File: config.mk
export PLATFORM = sky130hd
export DESIGN_NAME = tcc_top
export DESIGN_NICKNAME = d
export VERILOG_FILES = /design/src/hdl/tcc_pkg.sv /design/src/hdl/tcc_sync2.sv /design/src/hdl/tcc_top.sv
export VERILOG_INCLUDE_DIRS = /design/src /design/src/hdl
export SDC_FILE = /design/constraint.sdc
export NUM_CORES = 1
export LEC_CHECK = 0
export BUFFER_PORTS_ARGS = -buffer_cell sky130_fd_sc_hd__clkbuf_2
export CAP_MARGIN = 15
export CORE_MARGIN = 5
export CORE_UTILIZATION = 48
export DETAILED_ROUTE_END_ITERATION = 16
export HOLD_SLACK_MARGIN = 0.1
export PLACE_DENSITY = 0.81
export SLEW_MARGIN = 20
export SYNTH_ARGS = -nofsm -noshare
export SYNTH_HDL_FRONTEND = slang
export SYNTH_SLANG_ARGS = --single-unit
File: constraint.sdc
create_clock -name CORE_CLK_I -period 2.4 [get_ports CORE_CLK_I]
set_input_delay 0.24 -clock CORE_CLK_I [delete_from_list [all_inputs] [get_ports CORE_CLK_I]]
set_output_delay 0.24 -clock CORE_CLK_I [all_outputs]
set_load 0.005 [all_outputs]
File: src/hdl/tcc_consts.svh
// Register indices, field positions, reset values and timing counts.
// Assumes a byte-addressed APB slave where byte address = 4 * index.
// Notes on behaviour
// Width code 0 is 16-bit, 1 is 8-bit, 2 is 32-bit, 3 reserved.
// Enable reads back at once; busy flag set until enabling completes.
// Enable and soft reset stay writable while the timer runs.
// Soft reset one restores all registers except debug, timer disabled.
// A soft reset write discards all other fields of that write.
// Control B has clear and set aliases reading the same contents.
// Nonzero command runs on next prescaled tick, then reads zero.
// Any command bit written one via clear alias cancels pending command.
// Command 1 starts or retriggers; command 2 stops the counter.
// Command 3 forces buffer update; command 4 forces count read sync.
// One-shot off wraps and runs on; one-shot on wraps and stops.
// One-shot set via set alias, cleared via clear alias.
// Unlocked hardware update copies buffers; locked, no copy.
// Update lock is ignored on a channel with capture enabled.
// Update lock set via set alias, released via clear alias.
// Direction zero counts up, one down; set alias selects down.
// Channel event output enables at bits 12 and 13 pass match events.
// Wrap event output enable at bit 8 passes wrap events.
// Input event enable at bit 5 gates incoming events.
// Input invert at bit 4 inverts incoming event source.
// Event action selects none, retrigger, count, start or captures.
// Enable-protected registers accept writes only while disabled.
// Direction one via clear alias returns counting up.
// Software polls enable busy flag before relying on new state.
`ifndef TCC_CONSTS_SVH
`define TCC_CONSTS_SVH

`define TCC_IDX_PRIMARY     6'h00
`define TCC_IDX_SECONDARY_CONTROL_CLR   6'h04
`define TCC_IDX_SECONDARY_CONTROL_SET   6'h05
`define TCC_IDX_EVENT_CFG   6'h06
`define TCC_IDX_STATUS      6'h0B
`define TCC_IDX_SYNC_BUSY   6'h10

`define TCC_BIT_SOFT_RESET_BIT       0
`define TCC_BIT_ENABLE      1
`define TCC_LSB_MODE        2
`define TCC_LSB_CAPTEN      16

`define TCC_BIT_DIR         0
`define TCC_BIT_LOCK        1
`define TCC_BIT_SINGLE_RUN_BIT     2
`define TCC_LSB_CMD         5

`define TCC_LSB_EVENT_ACTION_FIELD       0
`define TCC_BIT_EVINV       4
`define TCC_BIT_EVEN        5
`define TCC_BIT_WRAPEO      8
`define TCC_LSB_MCEO        12

`define TCC_BIT_STOP        0
`define TCC_BIT_BUSY_SOFT_RESET_BIT  0
`define TCC_BIT_BUSY_ENABLE 1

`define TCC_RST_STOPPED     1'b1
`define TCC_RST_WIDTH_SEL   3'h2
`define TCC_SYNC_CYCLES     2'h3

`endif

File: src/hdl/tcc_pkg.sv
// Types shared by the timer control block and its synchroniser.
// Assumes the constants header is included by the files that need it.
package tcc_pkg;

    typedef enum logic [1:0] {
        TCC_W16,
        TCC_W8,
        TCC_W32,
        TCC_WRSV
    } tcc_width_t;

    typedef enum logic [2:0] {
        TCC_CMD_NONE,
        TCC_CMD_RETRIGGER,
        TCC_CMD_STOP,
        TCC_CMD_UPDATE,
        TCC_CMD_COUNT_READ_SYNC_CMD
    } tcc_cmd_t;

    typedef enum logic [2:0] {
        TCC_EV_OFF,
        TCC_EV_RETRIGGER,
        TCC_EV_COUNT,
        TCC_EV_START,
        TCC_EV_STAMP,
        TCC_EV_PPW,
        TCC_EV_PWP,
        TCC_EV_PW
    } tcc_event_action_field_t;

    typedef struct packed {
        logic meta;
        logic q;
    } tcc_sync_t;

    typedef struct packed {
        logic        enable;
        tcc_width_t  mode;
        logic [1:0]  capt_en;
        tcc_cmd_t    pend_cmd;
        logic        one_shot;
        logic        lock;
        logic        dir;
        tcc_event_action_field_t  ev_action;
        logic        ev_inv;
        logic        ev_en;
        logic        wrap_eo;
        logic [1:0]  mc_eo;
        logic        enabled_act;
        logic        busy_en;
        logic        busy_sw;
        logic [1:0]  sync_cnt;
        logic        stopped;
        logic        ev_prev;
        logic [2:0]  width_sel;
        logic        cmd_retrig;
        logic        cmd_stop;
        logic        cmd_update;
        logic        cmd_rsync;
        logic [1:0]  chan_copy;
        logic        per_copy;
        logic        ev_retrig;
        logic        ev_count;
        logic        ev_start;
        logic        ev_capture;
        logic [1:0]  ev_out_mc;
        logic        ev_out_wrap;
        logic [31:0] rdata;
        logic        rerr;
    } tcc_state_t;

endpackage

File: src/hdl/tcc_sync2.sv
// Two-flop synchroniser for one asynchronous level.
// Assumes the input may change at any time relative to the clock.
`timescale 1ns/1ps
module tcc_sync2
    import tcc_pkg::*;
(
    input  wire logic clk_i,
    input  wire logic rst_i,
    input  wire logic d_i,
    output logic      q_o
);

    tcc_sync_t s;
    tcc_sync_t next_s;

    always_comb
    begin
        next_s.meta = d_i;
        next_s.q    = s.meta;
    end

    always_ff @(posedge clk_i)
    begin
        if (rst_i)
        begin
            s <= '0;
        end
        else
        begin
            s <= next_s;
        end
    end

    assign q_o = s.q;

endmodule

File: src/hdl/tcc_top.sv
// Timer/counter control path: control registers, commands and events.
// Assumes an APB master, a prescaler tick and a counter datapath on the
// same clock; only the event input is asynchronous.
`timescale 1ns/1ps
`include "tcc_consts.svh"
module tcc_top
    import tcc_pkg::*;
(
    input  wire logic        CORE_CLK_I,
    input  wire logic        RST_I,
    input  wire logic        PSEL_I,
    input  wire logic        PENABLE_I,
    input  wire logic        PWRITE_I,
    input  wire logic [7:0]  PADDR_I,
    input  wire logic [31:0] PWDATA_I,
    input  wire logic [3:0]  PSTRB_I,
    output logic [31:0]      PRDATA_O,
    output logic             PREADY_O,
    output logic             PSLVERR_O,
    input  wire logic        PRESC_TICK_I,
    input  wire logic        WRAP_I,
    input  wire logic [1:0]  MATCH_I,
    input  wire logic        HW_UPDATE_I,
    input  wire logic        EVENT_I,
    output logic             ENABLED_O,
    output logic [2:0]       WIDTH_SEL_O,
    output logic             DIR_DOWN_O,
    output logic             ONE_SHOT_O,
    output logic             RUN_O,
    output logic [1:0]       CAPTURE_EN_O,
    output logic             CMD_RETRIGGER_O,
    output logic             CMD_STOP_O,
    output logic             CMD_UPDATE_O,
    output logic             CMD_COUNT_READ_SYNC_CMD_O,
    output logic [1:0]       CHAN_COPY_O,
    output logic             PERIOD_COPY_O,
    output logic             EV_RETRIGGER_O,
    output logic             EV_COUNT_O,
    output logic             EV_START_O,
    output logic             EV_CAPTURE_O,
    output logic [2:0]       EV_ACTION_O,
    output logic [1:0]       EV_OUT_MATCH_O,
    output logic             EV_OUT_WRAP_O
);

    localparam tcc_state_t TCC_RESET = '{
        mode:      TCC_W16,
        pend_cmd:  TCC_CMD_NONE,
        ev_action: TCC_EV_OFF,
        stopped:   `TCC_RST_STOPPED,
        width_sel: `TCC_RST_WIDTH_SEL,
        default:   '0
    };

    tcc_state_t s;
    tcc_state_t next_s;

    logic       ev_sync;
    logic       ev_level;
    logic       ev_edge;
    logic       wr_access;
    logic       rd_setup;
    logic       aligned;
    logic [5:0] reg_idx;
    logic       locked;
    logic       run_clear;
    logic       run_set;
    tcc_cmd_t   exec_cmd;
    logic [2:0] wr_cmd;

    tcc_sync2 u_event_sync
    (
        .clk_i (CORE_CLK_I),
        .rst_i (RST_I),
        .d_i   (EVENT_I),
        .q_o   (ev_sync)
    );

    always_comb
    begin
        next_s    = s;
        wr_access = PSEL_I & PENABLE_I & PWRITE_I;
        rd_setup  = PSEL_I & ~PENABLE_I;
        aligned   = (PADDR_I[1:0] == 2'h0);
        reg_idx   = PADDR_I[7:2];
        wr_cmd    = PWDATA_I[`TCC_LSB_CMD +: 3];
        // Running or still synchronising counts as enabled for protection.
        locked    = s.enable | s.enabled_act;
        run_clear = 1'b0;
        run_set   = 1'b0;
        exec_cmd  = TCC_CMD_NONE;

        next_s.cmd_retrig  = 1'b0;
        next_s.cmd_stop    = 1'b0;
        next_s.cmd_update  = 1'b0;
        next_s.cmd_rsync   = 1'b0;
        next_s.ev_retrig   = 1'b0;
        next_s.ev_count    = 1'b0;
        next_s.ev_start    = 1'b0;
        next_s.ev_capture  = 1'b0;

        // Input event path; the inverted level is edge detected so that a
        // held level fires once, not on every clock.
        ev_level       = ev_sync ^ s.ev_inv;
        next_s.ev_prev = ev_level;
        ev_edge        = ev_level & ~s.ev_prev & s.ev_en & s.enabled_act;
        if (ev_edge)
        begin
            case (s.ev_action)
                TCC_EV_OFF: ;
                TCC_EV_RETRIGGER:
                begin
                    next_s.ev_retrig = 1'b1;
                    run_clear        = 1'b1;
                end
                TCC_EV_COUNT: next_s.ev_count = 1'b1;
                TCC_EV_START:
                begin
                    next_s.ev_start = 1'b1;
                    run_clear       = s.stopped;
                end
                default:
                begin
                    next_s.ev_capture = 1'b1;
                end
            endcase
        end

        next_s.ev_out_mc   = MATCH_I & s.mc_eo;
        next_s.ev_out_wrap = WRAP_I & s.wrap_eo;

        // Pending command runs on the prescaled tick and then reads zero.
        if (PRESC_TICK_I && (s.pend_cmd != TCC_CMD_NONE))
        begin
            exec_cmd        = s.pend_cmd;
            next_s.pend_cmd = TCC_CMD_NONE;
        end
        case (exec_cmd)
            TCC_CMD_RETRIGGER:
            begin
                next_s.cmd_retrig = 1'b1;
                run_clear         = s.enabled_act;
            end
            TCC_CMD_STOP:
            begin
                next_s.cmd_stop = 1'b1;
                run_set         = 1'b1;
            end
            TCC_CMD_UPDATE:   next_s.cmd_update = 1'b1;
            TCC_CMD_COUNT_READ_SYNC_CMD: next_s.cmd_rsync  = 1'b1;
            default: ;
        endcase

        // A forced update copies regardless of the lock; a hardware one
        // honours the lock except on capture channels.
        next_s.chan_copy = ({2{HW_UPDATE_I}} & ({2{~s.lock}} | s.capt_en))
                         | {2{exec_cmd == TCC_CMD_UPDATE}};
        next_s.per_copy  = (HW_UPDATE_I & ~s.lock)
                         | (exec_cmd == TCC_CMD_UPDATE);

        // Stop sources are applied after start sources so a coincident
        // stop is never lost.
        run_set = run_set | ~s.enabled_act
                | (WRAP_I & s.one_shot & s.enabled_act);
        next_s.stopped = run_set | (s.stopped & ~run_clear);

        // Enable synchronisation; the new state lands when the count ends.
        if (s.busy_en || s.busy_sw)
        begin
            if (s.sync_cnt == 2'h0)
            begin
                next_s.enabled_act = s.enable;
                next_s.busy_en     = 1'b0;
                next_s.busy_sw     = 1'b0;
            end
            else
            begin
                next_s.sync_cnt = s.sync_cnt - 2'h1;
            end
        end

        if (wr_access && aligned)
        begin
            case (reg_idx)
                `TCC_IDX_PRIMARY:
                begin
                    if (PSTRB_I[0] && PWDATA_I[`TCC_BIT_SOFT_RESET_BIT])
                    begin
                        // Everything in this write is dropped.
                        next_s          = TCC_RESET;
                        next_s.busy_sw  = 1'b1;
                        next_s.sync_cnt = `TCC_SYNC_CYCLES;
                    end
                    else
                    begin
                        if (PSTRB_I[0] &&
                            (PWDATA_I[`TCC_BIT_ENABLE] != s.enable))
                        begin
                            next_s.enable   = PWDATA_I[`TCC_BIT_ENABLE];
                            next_s.busy_en  = 1'b1;
                            next_s.sync_cnt = `TCC_SYNC_CYCLES;
                        end
                        if (PSTRB_I[0] && !locked)
                        begin
                            next_s.mode =
                                tcc_width_t'(PWDATA_I[`TCC_LSB_MODE +: 2]);
                        end
                        if (PSTRB_I[2] && !locked)
                        begin
                            next_s.capt_en = PWDATA_I[`TCC_LSB_CAPTEN +: 2];
                        end
                    end
                end
                `TCC_IDX_SECONDARY_CONTROL_CLR:
                begin
                    if (PSTRB_I[0])
                    begin
                        if (wr_cmd != 3'h0)
                        begin
                            next_s.pend_cmd = TCC_CMD_NONE;
                        end
                        if (PWDATA_I[`TCC_BIT_SINGLE_RUN_BIT])
                        begin
                            next_s.one_shot = 1'b0;
                        end
                        if (PWDATA_I[`TCC_BIT_LOCK])
                        begin
                            next_s.lock = 1'b0;
                        end
                        if (PWDATA_I[`TCC_BIT_DIR])
                        begin
                            next_s.dir = 1'b0;
                        end
                    end
                end
                `TCC_IDX_SECONDARY_CONTROL_SET:
                begin
                    if (PSTRB_I[0])
                    begin
                        if (wr_cmd != 3'h0)
                        begin
                            next_s.pend_cmd = tcc_cmd_t'(wr_cmd);
                        end
                        if (PWDATA_I[`TCC_BIT_SINGLE_RUN_BIT])
                        begin
                            next_s.one_shot = 1'b1;
                        end
                        if (PWDATA_I[`TCC_BIT_LOCK])
                        begin
                            next_s.lock = 1'b1;
                        end
                        if (PWDATA_I[`TCC_BIT_DIR])
                        begin
                            next_s.dir = 1'b1;
                        end
                    end
                end
                `TCC_IDX_EVENT_CFG:
                begin
                    if (PSTRB_I[0] && !locked)
                    begin
                        next_s.ev_action =
                            tcc_event_action_field_t'(PWDATA_I[`TCC_LSB_EVENT_ACTION_FIELD +: 3]);
                        next_s.ev_inv    = PWDATA_I[`TCC_BIT_EVINV];
                        next_s.ev_en     = PWDATA_I[`TCC_BIT_EVEN];
                    end
                    if (PSTRB_I[1] && !locked)
                    begin
                        next_s.wrap_eo = PWDATA_I[`TCC_BIT_WRAPEO];
                        next_s.mc_eo   = PWDATA_I[`TCC_LSB_MCEO +: 2];
                    end
                end
                default: ;
            endcase
        end

        case (next_s.mode)
            TCC_W16: next_s.width_sel = 3'h2;
            TCC_W8:  next_s.width_sel = 3'h1;
            TCC_W32: next_s.width_sel = 3'h4;
            default: next_s.width_sel = 3'h0;
        endcase

        // Read data is captured in the setup cycle for the access cycle.
        if (rd_setup)
        begin
            next_s.rdata = 32'h0000_0000;
            next_s.rerr  = ~aligned;
            case (reg_idx)
                `TCC_IDX_PRIMARY:
                begin
                    next_s.rdata[`TCC_BIT_ENABLE]     = s.enable;
                    next_s.rdata[`TCC_LSB_MODE +: 2]  = s.mode;
                    next_s.rdata[`TCC_LSB_CAPTEN +: 2] = s.capt_en;
                end
                `TCC_IDX_SECONDARY_CONTROL_CLR,
                `TCC_IDX_SECONDARY_CONTROL_SET:
                begin
                    next_s.rdata[`TCC_LSB_CMD +: 3]  = s.pend_cmd;
                    next_s.rdata[`TCC_BIT_SINGLE_RUN_BIT]   = s.one_shot;
                    next_s.rdata[`TCC_BIT_LOCK]      = s.lock;
                    next_s.rdata[`TCC_BIT_DIR]       = s.dir;
                end
                `TCC_IDX_EVENT_CFG:
                begin
                    next_s.rdata[`TCC_LSB_EVENT_ACTION_FIELD +: 3] = s.ev_action;
                    next_s.rdata[`TCC_BIT_EVINV]      = s.ev_inv;
                    next_s.rdata[`TCC_BIT_EVEN]       = s.ev_en;
                    next_s.rdata[`TCC_BIT_WRAPEO]     = s.wrap_eo;
                    next_s.rdata[`TCC_LSB_MCEO +: 2]  = s.mc_eo;
                end
                `TCC_IDX_STATUS: next_s.rdata[`TCC_BIT_STOP] = s.stopped;
                `TCC_IDX_SYNC_BUSY:
                begin
                    // Software waits on these before trusting the enable.
                    next_s.rdata[`TCC_BIT_BUSY_SOFT_RESET_BIT]  = s.busy_sw;
                    next_s.rdata[`TCC_BIT_BUSY_ENABLE] = s.busy_en;
                end
                default:
                begin
                    next_s.rerr = 1'b1;
                end
            endcase
        end
    end

    always_ff @(posedge CORE_CLK_I)
    begin
        if (RST_I)
        begin
            s <= TCC_RESET;
        end
        else
        begin
            s <= next_s;
        end
    end

    assign PRDATA_O        = s.rdata;
    assign PREADY_O        = 1'b1;
    assign PSLVERR_O       = PSEL_I & PENABLE_I & s.rerr;
    assign ENABLED_O       = s.enabled_act;
    assign WIDTH_SEL_O     = s.width_sel;
    assign DIR_DOWN_O      = s.dir;
    assign ONE_SHOT_O      = s.one_shot;
    assign RUN_O           = ~s.stopped;
    assign CAPTURE_EN_O    = s.capt_en;
    assign CMD_RETRIGGER_O = s.cmd_retrig;
    assign CMD_STOP_O      = s.cmd_stop;
    assign CMD_UPDATE_O    = s.cmd_update;
    assign CMD_COUNT_READ_SYNC_CMD_O  = s.cmd_rsync;
    assign CHAN_COPY_O     = s.chan_copy;
    assign PERIOD_COPY_O   = s.per_copy;
    assign EV_RETRIGGER_O  = s.ev_retrig;
    assign EV_COUNT_O      = s.ev_count;
    assign EV_START_O      = s.ev_start;
    assign EV_CAPTURE_O    = s.ev_capture;
    assign EV_ACTION_O     = s.ev_action;
    assign EV_OUT_MATCH_O  = s.ev_out_mc;
    assign EV_OUT_WRAP_O   = s.ev_out_wrap;

endmodule

# Word-level counts from Yosys, hierarchy flattened
# Cells that the tools add are included.
# op_classes
shift	0
n_reduce_logical	34
n_addsub	1
n_bitwise	29
muxes	58
order_cmp	0
eq_ne	26
n_mul	0
div	0
# op_table
operator	n
two-way mux 75 bit	1
two-way mux 57 bit	1
two-way mux 52 bit	1
two-way mux 1 bit	24
inequality test 2 bit (second input constant)	11
AND reduction 7 bit	3
two-way mux 19 bit	1
== test 6 x 3 -> 1 bit (second input constant)	3
two-way mux 3 bit	6
case mux 6 bit (3 select lines)	1
two-way mux 2 bit	8
case mux 8 bit (2 select lines)	1
two-way mux 15 bit	1
two-way mux 5 bit	3
AND 1 bit	12
== test 3 x 2 -> 1 bit (second input constant)	4
two-way mux 6 bit	2
nonzero test 2 bit	6
case mux 3 bit (3 select lines)	1
AND reduction 3 bit	3
nonzero test 3 bit	3
two-way mux 4 bit	2
case mux 1 bit (4 select lines)	2
AND reduction 4 bit	2
24 further kinds	46
# word_totals
wordCells	183
in_bits	55
romBits	0
ff_bits	59
ramBits	0
latchBits	0
mem_count	0

# Longest topological paths before layout
# depth
ltp_word	14
mapped_depth	6
mapped_depth_nobuf	5

# Modules after synthesis
# Synthesis repeated with hierarchy kept, for this count alone.
# hier_totals
hier_cells	318
hier_area_um2	2805.2
# by_module_without_submodules
module	area_each_um2	seq_area_each_um2	instances	cells_each
tcc_top	2752.6	1141.1	1	314
tcc_sync2	52.6	40.0	1	4

# Worst setup path after synthesis
# Ideal clock, no wire load.
# synth_path
path_kind	input -> register
start	input PADDR_I[3]
end	register s[68] (netlist bit)
slack_ns	0.491
arrival_time_ns	1.792
cell_stages	5
setup_ns	0.117
path_cell_list	or4_4 > nor2_8 > nor2_2 > or4b_4 > a32o_1
# synth_via
elab_chain_cells	3
word_cells_on_any_way	5
# synth_rtl
item	line_no	rtl
from (decl)	tcc_top.sv:14	input wire logic [7:0] PADDR_I,
== test 6 x 3 -> 1 bit / logical NOT 6 bit (equally long branches)	tcc_top.sv:184	case (reg_idx)
case mux 6 bit (3 select lines) (*)	tcc_top.sv:184	
two-way mux 75 bit (*)	tcc_top.sv:182	if (wr_access && aligned)
to (signal assigned)	tcc_top.sv:335	s <= next_s;
to (decl)	tcc_top.sv:55	tcc_state_t s;
# Mark *: on every way between the ends. The rest lies on a longest branch, timed or not. The select of a mux whose other input is x is not followed.
# A chain may end at the register's enable or synchronous reset.

# Worst setup path in the final report
# layout_path
start	input PADDR_I[5]
end	register s[57] (netlist bit)
# layout_via
elab_chain_cells	3
word_cells_on_any_way	7
# layout_rtl
item	line_no
== test 6 x 3 -> 1 bit / logical NOT 6 bit (equally long branches)	tcc_top.sv:184
inequality test 2 bit (no source line) / nonzero test 2 bit (equally long branches)	--
AND reduction 4 bit (no source line)	--
# Several ways; a longest one is shown, not always the timed one.

==> flow_metrics.env <==
export IMPL_status="finished, final reports clean"
export IMPL_hold_depth=2
export IMPL_finalPower_mw=2.144
export IMPL_ff_latch_area_um2=1181
export IMPL_post_route_util_pct=57.28
export IMPL_areaGrowthSynthToFinish_pct=14.70
export IMPL_clock_power_share_pct=48.2
export IMPL_drv_cap=0
export IMPL_cts_buffer_depth=2
export IMPL_r2r_start="ENABLED_O"
export IMPL_internal_power_mw=1.667
export IMPL_cts_buffers=9
export IMPL_worstPathArrival_ns=2.05
export IMPL_grt_start_max_net_pins=22
export IMPL_pwr_share_comb_pct=5.7
export IMPL_port_buffers=74
export IMPL_fin_crit_sh_pct=74.24
export IMPL_coreArea_um2=5574
export IMPL_vias=2406
export IMPL_vdd_drop_max_mv=0.3372
export IMPL_cts_sinks=59
export IMPL_layout_nets=422
export IMPL_r2r_setup_slack_ns=0.67
export IMPL_min_to="EV_OUT_MATCH_O[0]"
export IMPL_finalHoldViolations=0
export IMPL_routed_wl_um=7055
export IMPL_finalSetupViolCount=0
export IMPL_period_needed_ns=1.782
export IMPL_ios=115
export IMPL_syn_area_um2=2784
export IMPL_holdWs_ns=0.1351
export IMPL_root_buffer="clkbuf_8"
export IMPL_dp_cells=428
export IMPL_p_leak_nw=1.386
export IMPL_routedWlPerCell_um=15.89
export IMPL_slew_viol_final=0
export IMPL_synth_edf_count=0
export IMPL_die_y_um=86.16
export IMPL_rsz0062_at_grt="false"
export IMPL_maxSlewHeadroom_pct=34.58
export IMPL_synth_cells=314
export IMPL_r2r_end="s[57]"
export IMPL_grt_pass1_vias=2325
export IMPL_endpoint_kind="flop"
export IMPL_initial_core_util_pct=49.94
export IMPL_synth_cell_types=48
export IMPL_clkLatencyLatePin_ns=0.34
export IMPL_multiInputGateArea_um2=1282
export IMPL_p_sw_share_pct=22.24
export IMPL_synthArstFlopShare_pct=0
export IMPL_gr_usage_all_layers_pct=19.48
export IMPL_synth_seq_cells=59
export IMPL_avgSynthCellArea_um2=8.866
export IMPL_die_w_um=86.16
export IMPL_hp_start="MATCH_I[0]"
export IMPL_path_max_fanout=6
export IMPL_crit_type="input port to flop"
export IMPL_drtIter0Drc=148
export IMPL_startpoint_type="input port"
export IMPL_hpwl_um=5299
export IMPL_post_cts_buffers=0
export IMPL_worst_slew_pin_slew_ns=0.9776
export IMPL_ys_warnings_count=0
export IMPL_viasPerCell=5.419
export IMPL_n_antenna_cell=0
export IMPL_drc_errors=0
export IMPL_place_congestion=0.8842
export IMPL_cts_repair_resized=0
export IMPL_fillCellCount=534
export IMPL_drive_gt1_share_pct=27.42
export IMPL_ys_flop_type="dfxtp_1"
export IMPL_fin_skew_ns=0.005978
export IMPL_ant_nets=0
export IMPL_rr_worst_depth=5
export IMPL_num_rows=27
export IMPL_grt_overflow=0
export IMPL_grt_antenna_before_repair=0
export IMPL_cts_tree="yes"
export IMPL_p_sw_mw=0.4768
export IMPL_cts_clk_slew_worst_paths_ns=0.07
export IMPL_ys_seq_area_share_pct=42.43
export IMPL_cts_max_level=3
export IMPL_min_path_type="input port to flop"
export IMPL_tns_ns=0
export IMPL_grt_pass1_wl_um=11050
export IMPL_final_cells=444
export IMPL_dieArea_um2=7423
export IMPL_pwr_share_seq_pct=46.1
export IMPL_powerDensity_nw_per_um2=671.4
export IMPL_drt_pass1_iter_count=4
export IMPL_hold_buffers=0
export IMPL_cp_required_ns=2.67
export IMPL_fmax_mhz=561.3
-- worst max-delay path: stages --
cell and delay, ns:
clkbuf_2 0.13, or4_4 0.59, or3_1 0.38, a21oi_1 0.41, nand3_1 0.13, a21oi_1 0.18
-- cells in the mapped netlist (7+ instances only) --
library cell	n	area, µm²
o21ai_0	10	50.05
nand2_1	20	75.07
nor2b_1	8	50.05
a32o_1	8	80.08
nand3_1	11	55.05
nor2_1	22	82.58
nand2b_1	7	43.79
clkbuf_1	7	26.28
dfxtp_1	59	1181
a21oi_1	26	130.1
and3_1	10	62.56
buf_4	45	337.8
-- worst max-delay path by stage --
stage	end	depth (start not counted)	slack, ns	start
2_1_floorplan	s[68]	5	0.49	PADDR_I[3]
3_3_place_gp	WIDTH_SEL_O[1]	6	0.30	PADDR_I[3]
3_5_place_dp	WIDTH_SEL_O[1]	6	0.27	PADDR_I[3]
4_1_cts	WIDTH_SEL_O[1]	6	0.62	PADDR_I[3]
5_1_grt	WIDTH_SEL_O[1]	6	0.45	PADDR_I[5]
6_report	s[57]	6	0.62	PADDR_I[5]
-- layer usage --
layer | track usage [%] | part of all wire, % | up-vias
li1 | - | - | 1168
met1 | 24.60 | 40 | 1098
met2 | 29.36 | 46 | 119
met3 | 5.283 | 10 | 21
met4 | 11.94 | 3.1 | 0
met5 | 0 | 0 | -
-- cell type report --
cell class / count / share of cell area (%)
inverters: 5 / 0.5878
well taps: 72 / 2.821
repair buffers: 77 / 12.30
clock buffers: 12 / 4.859
multi-input cells: 215 / 40.16
flip-flops and latches: 59 / 36.99
clock inverters: 4 / 2.273
-- state kept, by name, summed over array words and instances, names as in the netlist --
register	cells
CAPTURE_EN_O	2
CHAN_COPY_O	2
CMD_COUNT_READ_SYNC_CMD_O	1
CMD_RETRIGGER_O	1
CMD_STOP_O	1
CMD_UPDATE_O	1
DIR_DOWN_O	1
ENABLED_O	1
EV_ACTION_O	3
EV_CAPTURE_O	1
EV_COUNT_O	1
EV_OUT_MATCH_O	2
EV_OUT_WRAP_O	1
EV_RETRIGGER_O	1
EV_START_O	1
ONE_SHOT_O	1
PERIOD_COPY_O	1
PRDATA_O	13
WIDTH_SEL_O	3
s	19
u_event_sync.next_s	1
u_event_sync.q_o	1
-- placed cells by master, fill, tap and decap left out, types with 2 or more instances in the layout --
cell,instances
and3_1,10
a32o_1,8
conb_1,20
nand4_1,6
a22o_1,6
a2bb2oi_1,2
nand3_1,11
buf_4,3
nand2b_1,7
mux2i_1,3
nand3b_1,3
o21a_1,2
clkbuf_2,74
a21o_1,2
nor3b_1,5
nor2b_1,8
nor3_1,5
bufinv_16,2
nor4_1,3
o31ai_1,3
dfxtp_1,59
and2_1,6
or3_1,3
a22oi_1,2
or2_2,3
clkbuf_8,11
a21oi_1,26
inv_1,5
o21ai_0,10
o2bb2ai_1,2
nor2_1,22
nand2_1,20
-- power by group through the flow --
stage	Sequential [mW]	Combinational [mW]	Clock, mW
finish	0.987	0.122	1.03
detailed placement	1.01	0.119	0
floorplan	1.01	0.0849	0
CTS	0.987	0.120	1.04
global placement	1.01	0.116	0
global route	0.987	0.134	1.09
-- cells by family after synthesis --
| kind of cell | synth area share [%] |
|---|---|
| mux | 1.079 |
| buf+inv | 13.93 |
| simple gates | 24.31 |
| flops | 42.43 |
| other cells | 0.2698 |
| xor+xnor | 0.6293 |
| compound gates | 17.35 |
-- through the flow --
stage | cell area (µm²) | setup WS, ns
after floorplan | 2851 | 0.4910
after global placement | 2965 | 0.2977
after detailed placement | 2965 | 0.2691
after CTS | 3193 | 0.6214
after global routing | 3193 | 0.4468
final | 3193 | 0.6183
(Power assumes the default switching activity.)
